File: src/pkg/cfm_params.svh
// Purpose: offsets, field positions and the filter reset value of the filter register block
// Assumes: word-indexed register port, 16-bit data
// Notes: definitions only
`ifndef CFM_PARAMS_SVH
`define CFM_PARAMS_SVH
`define CFM_ADDR_W          4
`define CFM_OFF_FILTER      4'h0
`define CFM_OFF_CTRL        4'h1
`define CFM_OFF_MSG_ID      4'h2
`define CFM_OFF_MSG_EID     4'h3
`define CFM_OFF_STATUS      4'h4
`define CFM_SID_HI          15
`define CFM_SID_LO          5
`define CFM_TYPE_BIT        3
`define CFM_EID_HI          1
`define CFM_EID_LO          0
`define CFM_FILTER_WMASK    16'hFFEB
`define CFM_FILTER_RST      16'h0000
`endif

File: src/pkg/cfm_pkg.sv
// Purpose: types shared by the filter match block
// Assumes: nothing
// Notes: constants live in cfm_params.svh
package cfm_pkg;
  typedef logic [15:0] cfm_word_t;
  typedef logic [3:0]  cfm_addr_t;
  typedef logic [10:0] cfm_sid_t;
  typedef logic [1:0]  cfm_eid_t;
endpackage : cfm_pkg

File: src/core/cfm_compare.sv
// Purpose: combinational compare of one message identifier against the filter
// Assumes: inputs already registered by the caller
// Notes: no state
`timescale 1ns/100ps
module cfm_compare (
  input  wire cfm_pkg::cfm_sid_t pat_sid,
  input  wire cfm_pkg::cfm_eid_t pat_eid,
  input  wire logic              type_sel,
  input  wire logic              type_en,
  input  wire cfm_pkg::cfm_sid_t msg_sid,
  input  wire cfm_pkg::cfm_eid_t msg_eid,
  input  wire logic              msg_ext,
  output logic                   hit
);
  import cfm_pkg::*;
  logic [12:0] diff;
  logic        type_ok;
  always_comb begin
    diff    = {pat_sid, pat_eid} ^ {msg_sid, msg_eid};
    type_ok = !type_en || (type_sel == msg_ext);
    hit     = (diff == 13'h0000) && type_ok;
  end
endmodule : cfm_compare

File: src/core/cfm_top.sv
// Purpose: acceptance filter register with identifier compare
// Assumes: register port with one-cycle read latency
// Notes: extended bits compared only on extended frames would be a mask-side choice; here always compared
`timescale 1ns/100ps
`include "cfm_params.svh"

module cfm_top (
  input  wire logic               CLK,
  input  wire logic               RESET_N,
  input  wire cfm_pkg::cfm_addr_t ADDR,
  input  wire cfm_pkg::cfm_word_t WDATA,
  input  wire logic               WR,
  input  wire logic               RD,
  output cfm_pkg::cfm_word_t      RDATA,
  output logic                    MATCH
);
  import cfm_pkg::*;

  cfm_word_t filt_q, filt_d;
  logic      type_en_q, type_en_d;
  cfm_word_t msg_id_q, msg_id_d;
  cfm_word_t msg_eid_q, msg_eid_d;
  cfm_word_t rdata_q, rdata_d;
  logic      match_q, match_d;
  logic      hit;

  // only implemented bits store, so 4 and 2 can never read back
  always_comb begin
    filt_d    = filt_q;
    type_en_d = type_en_q;
    msg_id_d  = msg_id_q;
    msg_eid_d = msg_eid_q;
    if (WR) begin
      unique case (ADDR)
        `CFM_OFF_FILTER:  filt_d = WDATA & `CFM_FILTER_WMASK;
        `CFM_OFF_CTRL:    type_en_d = WDATA[0];
        `CFM_OFF_MSG_ID:  msg_id_d = WDATA;
        `CFM_OFF_MSG_EID: msg_eid_d = WDATA;
        default:          ;
      endcase
    end
  end

  always_comb begin
    rdata_d = 16'h0000;
    if (RD) begin
      unique case (ADDR)
        `CFM_OFF_FILTER:  rdata_d = filt_q & `CFM_FILTER_WMASK;
        `CFM_OFF_CTRL:    rdata_d = {15'h0000, type_en_q};
        `CFM_OFF_MSG_ID:  rdata_d = msg_id_q;
        `CFM_OFF_MSG_EID: rdata_d = msg_eid_q;
        `CFM_OFF_STATUS:  rdata_d = {15'h0000, match_q};
        default:          rdata_d = 16'h0000;
      endcase
    end
  end

  cfm_compare u_cmp (
    .pat_sid  (filt_q[`CFM_SID_HI:`CFM_SID_LO]),
    .pat_eid  (filt_q[`CFM_EID_HI:`CFM_EID_LO]),
    .type_sel (filt_q[`CFM_TYPE_BIT]),
    .type_en  (type_en_q),
    .msg_sid  (msg_id_q[10:0]),
    .msg_eid  (msg_eid_q[1:0]),
    .msg_ext  (msg_id_q[15]),
    .hit      (hit)
  );

  always_comb begin
    match_d = hit;
  end

  // reset value stands in for the unknown power-on state
  always_ff @(posedge CLK) begin
    if (!RESET_N) begin
      filt_q    <= `CFM_FILTER_RST;
      type_en_q <= 1'b0;
      msg_id_q  <= 16'h0000;
      msg_eid_q <= 16'h0000;
      rdata_q   <= 16'h0000;
      match_q   <= 1'b0;
    end else begin
      filt_q    <= filt_d;
      type_en_q <= type_en_d;
      msg_id_q  <= msg_id_d;
      msg_eid_q <= msg_eid_d;
      rdata_q   <= rdata_d;
      match_q   <= match_d;
    end
  end

  assign RDATA = rdata_q;
  assign MATCH = match_q;

  // one check per standard-id pattern bit, so a failure names the bit
  for (genvar b = 0; b < 11; b++) begin : g_sid_bit

  end
endmodule : cfm_top

File: config.mk
export PLATFORM = sky130hd
export DESIGN_NAME = cfm_top
export DESIGN_NICKNAME = d
export VERILOG_FILES = /design/src/pkg/cfm_pkg.sv /design/src/core/cfm_compare.sv /design/src/core/cfm_top.sv
export VERILOG_INCLUDE_DIRS = /design/src /design/src/pkg
export SDC_FILE = /design/constraint.sdc
export NUM_CORES = 1
export LEC_CHECK = 0
export BUFFER_PORTS_ARGS = -buffer_cell sky130_fd_sc_hd__buf_2
export CELL_PAD_IN_SITES_DETAIL_PLACEMENT = 1
export CELL_PAD_IN_SITES_GLOBAL_PLACEMENT = 1
export CORE_MARGIN = 2
export CORE_UTILIZATION = 43
export DETAILED_ROUTE_END_ITERATION = 10
export GPL_TIMING_DRIVEN = 0
export PLACE_DENSITY = 0.77
export SLEW_MARGIN = 20
export SYNTH_ARGS = -nofsm -noshare
export SYNTH_HDL_FRONTEND = slang
export SYNTH_HIERARCHICAL = 1
export SYNTH_SLANG_ARGS = --single-unit
export TNS_END_PERCENT = 50
File: constraint.sdc
create_clock -name CLK -period 2.1 [get_ports CLK]
set_input_delay 0.525 -clock CLK [delete_from_list [all_inputs] [get_ports CLK]]
set_output_delay 0.525 -clock CLK [all_outputs]
set_load 0.05 [all_outputs]
# [Yosys cells after proc, flatten, opt, wreduce, memory -nomap -nowiden]
# Cells that the tools add are included.
[totals] register_bits=64 inputBits=24 out_inout_bits=17
[classes] eq_ne=5 n_mux=1 bitwise=1 n_reduce_logical=10
[ops] op="$pmux 16 s5" n=1
[ops] op="$logic_not 13->1" n=1
[ops] op="$xor 13x13->13" n=1
[ops] op="$reduce_and 2->1" n=5
[ops] op="$eq 4x2->1 const B" n=2
[ops] op="$eq 4x1->1 const B" n=1
[ops] op="$eq 4x3->1 const B" n=1
[ops] op="$logic_not 4->1" n=1
[ops] op="$eq 1x1->1" n=1
[ops] op="$logic_and 1x1->1" n=1
[ops] op="$logic_not 1->1" n=1
[ops] op="$logic_or 1x1->1" n=1

# [Longest topological paths before layout]
[logic_depth] word_depth=3 mapped_depth=5 mapped_depth_nobuf=4

# [Cells and area by module]
# The synthesis kept the hierarchy.
[by_module_without_submodules] module="cfm_top" instances=1 cells_per_inst=270 area_each_um2=2596.2
[by_module_without_submodules] module="cfm_compare" instances=1 cells_per_inst=19 area_each_um2=161.4

# [Least setup slack after synthesis]
# OpenSTA, ideal clock, no wires.
[synth_timing] path_kind="in2reg" startpoint="in ADDR[3]" endpoint="reg msg_id_q[0]" setup_time_ns=0.072 arrival_time_ns=1.559 slack_ns=0.470 stages=5 cell_sequence="or3b_4 nor3b_2 buf_6 buf_12 mux2i_1"
[synth_between] elab_chain_len=2
[synth_lines] item="start: declaration" line="cfm_top.sv:10" source="input wire cfm_pkg::cfm_addr_t ADDR,"
[synth_lines] item="$eq 4x2->1" line="cfm_top.sv:34" source="unique case (ADDR)"
[synth_lines] item="$reduce_and 2->1 (no line)"
[synth_lines] item="end signal: assignment" line="cfm_top.sv:85" source="msg_id_q <= msg_id_d;"
[synth_lines] item="end: declaration" line="cfm_top.sv:21" source="cfm_word_t msg_id_q, msg_id_d;"
# Every way passes these cells.
# A chain may end at the register's enable or synchronous reset.

# [Worst setup path in the final report]
[layout_timing] startpoint="in ADDR[1]" endpoint="reg filt_q[15]"
[layout_between] elab_chain_len=2
[layout_lines] item="$logic_not 4->1" line="cfm_top.sv:34"
[layout_lines] item="$reduce_and 2->1 (no line)"
[layout_lines] item="end signal: assignment" line="cfm_top.sv:76" source="filt_q <= `CFM_FILTER_RST;"
[layout_lines] item="end signal: assignment" line="cfm_top.sv:83" source="filt_q <= filt_d;"
[layout_lines] item="end: declaration" line="cfm_top.sv:19" source="cfm_word_t filt_q, filt_d;"
# Every way passes these cells.

==> impl_metrics.yaml <==
final_layout:
  final_cell_mix: "64 x dfxtp_1, 49 x nand2_1, 44 x buf_2"
  final_common_cell: "dfxtp_1"
  syn2layout_area_growth_pct: 17.1
  num_antenna_cells: 0
  fin_cells: 421
  post-route-util: 0.514
  finish.net_count: 363
  fillCellCount: 738
  final_area_um2: 3230
  final_layout_size_suffix_gt1_frac: 0.244
drt:
  drc: 0
  totalWireLength_um: 8120
  detail-route-antenna-nets: 0
  firstDrtPassIters: 4
  vias: 2315
  drt_iter0_markers: 113
  wl_per_cell_um: 19.3
  routed_via_density: 5.50
worst_setup_path:
  rrSetupSlack_ps: 900
  reg2reg_to: "MATCH"
  crit_fanout: 10
  arrival_ps: 1940
  r2r-start: "msg_id_q[2]"
  end_kind: "flip-flop"
  start_kind: "input pin"
  required_ps: 2370
  rr_worst_depth: 4
  criticalPathCategory: "input pin to flip-flop"
power:
  power.leakage_nw: 1.33
  peakVddDrop_mv: 0.447
  power_density_nw_per_um2: 761
min_path:
  min-delay-start: "WDATA[9]"
  hold_path_class: "input pin to flip-flop"
  hold_end: "filt_q[9]"
  hold_depth: 3
grt:
  first_global_vias: 2347
  antenna_found_initial: 0
  grt_max_degree: 11
  grt_pass1_wl_um: 12700
  grt_remaining_overflow: 0
  grt_usage: 0.236
timing:
  final.setup.tns_ps: 0
  finalCriticalPeriod_ps: 1670
  clock_skew_ps: 3.79
  drv_slew: 0
  fin_crit_sh: 0.796
  whs_ps: 448
  hold_viol_final: 0
  slew_headroom: 0.562
  worstMarginPinSlew_ps: 656
  setup_violations: 0
  grt_setup_unrepaired: "no"
  max_freq_mhz: 598
synth:
  ys_seq_area_frac: 0.465
  syn-instance-count: 289
  synth_mux_area_frac: 0.185
  yosys.area.top_type_share: 0.465
  netlist_area_um2: 2760
  yosysWarnings: 6
  synth-xor-area-share: 0.0445
  synth_compound_area_frac: 0.101
  synthSimpleGateAreaFrac: 0.163
  synth-async-reset-ratio: 0
  synth_edf_count: 0
  yosys.area.top_type: "dfxtp_1"
  synth_area_leaders: "dfxtp_1 46%, mux2i_1 12%, nand2_1 6.7%, mux2_2 6.1%, a22oi_1 3.5%"
  ys_types: 31
  synthFlopType: "dfxtp_1"
  synth_fa_ha_area_frac: 0
  synth_top_family_by_area: "multiplexers"
  ys_seq_elements: 64
  syn_avg_cell_area_um2: 9.54
  syn_nets: 313
placed_design:
  placed_area_um2: 3050
  dp_cells: 405
  io_buffers: 39
  hpwl_um: 5450
  globalplace.congestion: 0.809
clock_network:
  cts_tree: "done"
  cts_buffers: 9
  cts_hold_buffers: 0
  h-tree-depth: 3
  clock-sinks: 64
  cts-root-buf: "clkbuf_8"
  clock_path_buffers: 2
  cts_setup_buffers: 0
  worstSkewPairLatency_ps: 340
  cts_resized: 0
  clkSlewWorstSetupHoldPaths_ps: 70
outcome:
  status: "finished clean"
floorplan:
  die_width_um: 84.1
  io_pins: 41
  fp.dieArea_um2: 7070
  fp.coreArea_um2: 6280
  rows: 29
  die_y_um: 84.1
  initial_core_util: 0.439
run:
  cap_viol_max_count: 0
-- critical path: stages --
cell     delay [ps]
buf_2           100
buf_2           190
nor2_2          460
buf_2           360
nand3_1         140
a21oi_1         160
-- area by class of cell --
class	instances	area [um2]	share of cell area
clock inverter	4	45.0	0.0139
inverter	1	3.75	0.00116
buffer	20	113	0.0349
clock buffer	12	135	0.0418
timing repair buffer	39	195	0.0604
sequential	64	1280	0.397
tap	77	96.3	0.0298
multi-input combinational	204	1360	0.421
-- per-stage QoR --
stage / setup slack [ps] / power [mW]
after floorplan: 470 / 1.38
after global placement: 126 / 1.46
after detailed placement: 102 / 1.47
after CTS: 446 / 2.47
after global routing: 372 / 2.55
final: 429 / 2.46
-- per-layer routing --
metal	vias up	wire, um	track usage
met5	-	0	0
met4	0	166	0.106
met3	16	471	0.0485
met2	83	3960	0.387
met1	1114	3520	0.298
li1	1102	-	-
-- synth_stat cells, types with 3 or more instances --
cell type / count
a21oi_1: 15
a22oi_1: 13
buf_2: 5
clkbuf_1: 11
dfxtp_1: 64
mux2_2: 15
mux2i_1: 34
nand2_1: 49
nand3_1: 17
nand4_1: 3
nor2_1: 16
o21ai_0: 14
xnor2_1: 11
xor2_1: 3
-- cells by family (layout without fill, tap and decap cells) --
logic type,count (synthesis),count (layout)
muxes,49,49
AOI/OAI and AO/OA,46,46
and+or+nand+nor,95,95
xor gates and xnor gates,14,14
DFF,64,64
buffers and inverters,21,76
-- worst max-delay path by stage --
stage	startpoint	depth (start not counted)	to	slack [ps]
after floorplan	ADDR[3]	5	msg_id_q[0]	470
after global placement	ADDR[1]	6	RDATA[9]	130
after detailed placement	ADDR[1]	6	filt_q[15]	100
after CTS	ADDR[1]	6	filt_q[0]	450
after global routing	ADDR[1]	6	filt_q[0]	370
final	ADDR[1]	6	filt_q[15]	430
-- sequential cells by signal, indices dropped and copies added, names as in the netlist --
register   flops
RDATA         16
msg_eid_q     16
msg_id_q      16
filt_q        14
MATCH          1
type_en_q      1
-- power by group --
group	switching [mW]	total (mW)	internal, mW
sequential	0.0109	1.24	1.23
clock	0.472	1.02	0.544
combinational	0.133	0.202	0.0685
total	0.616	2.46	1.84
No activity file was read; power rests on OpenSTA's default activity.
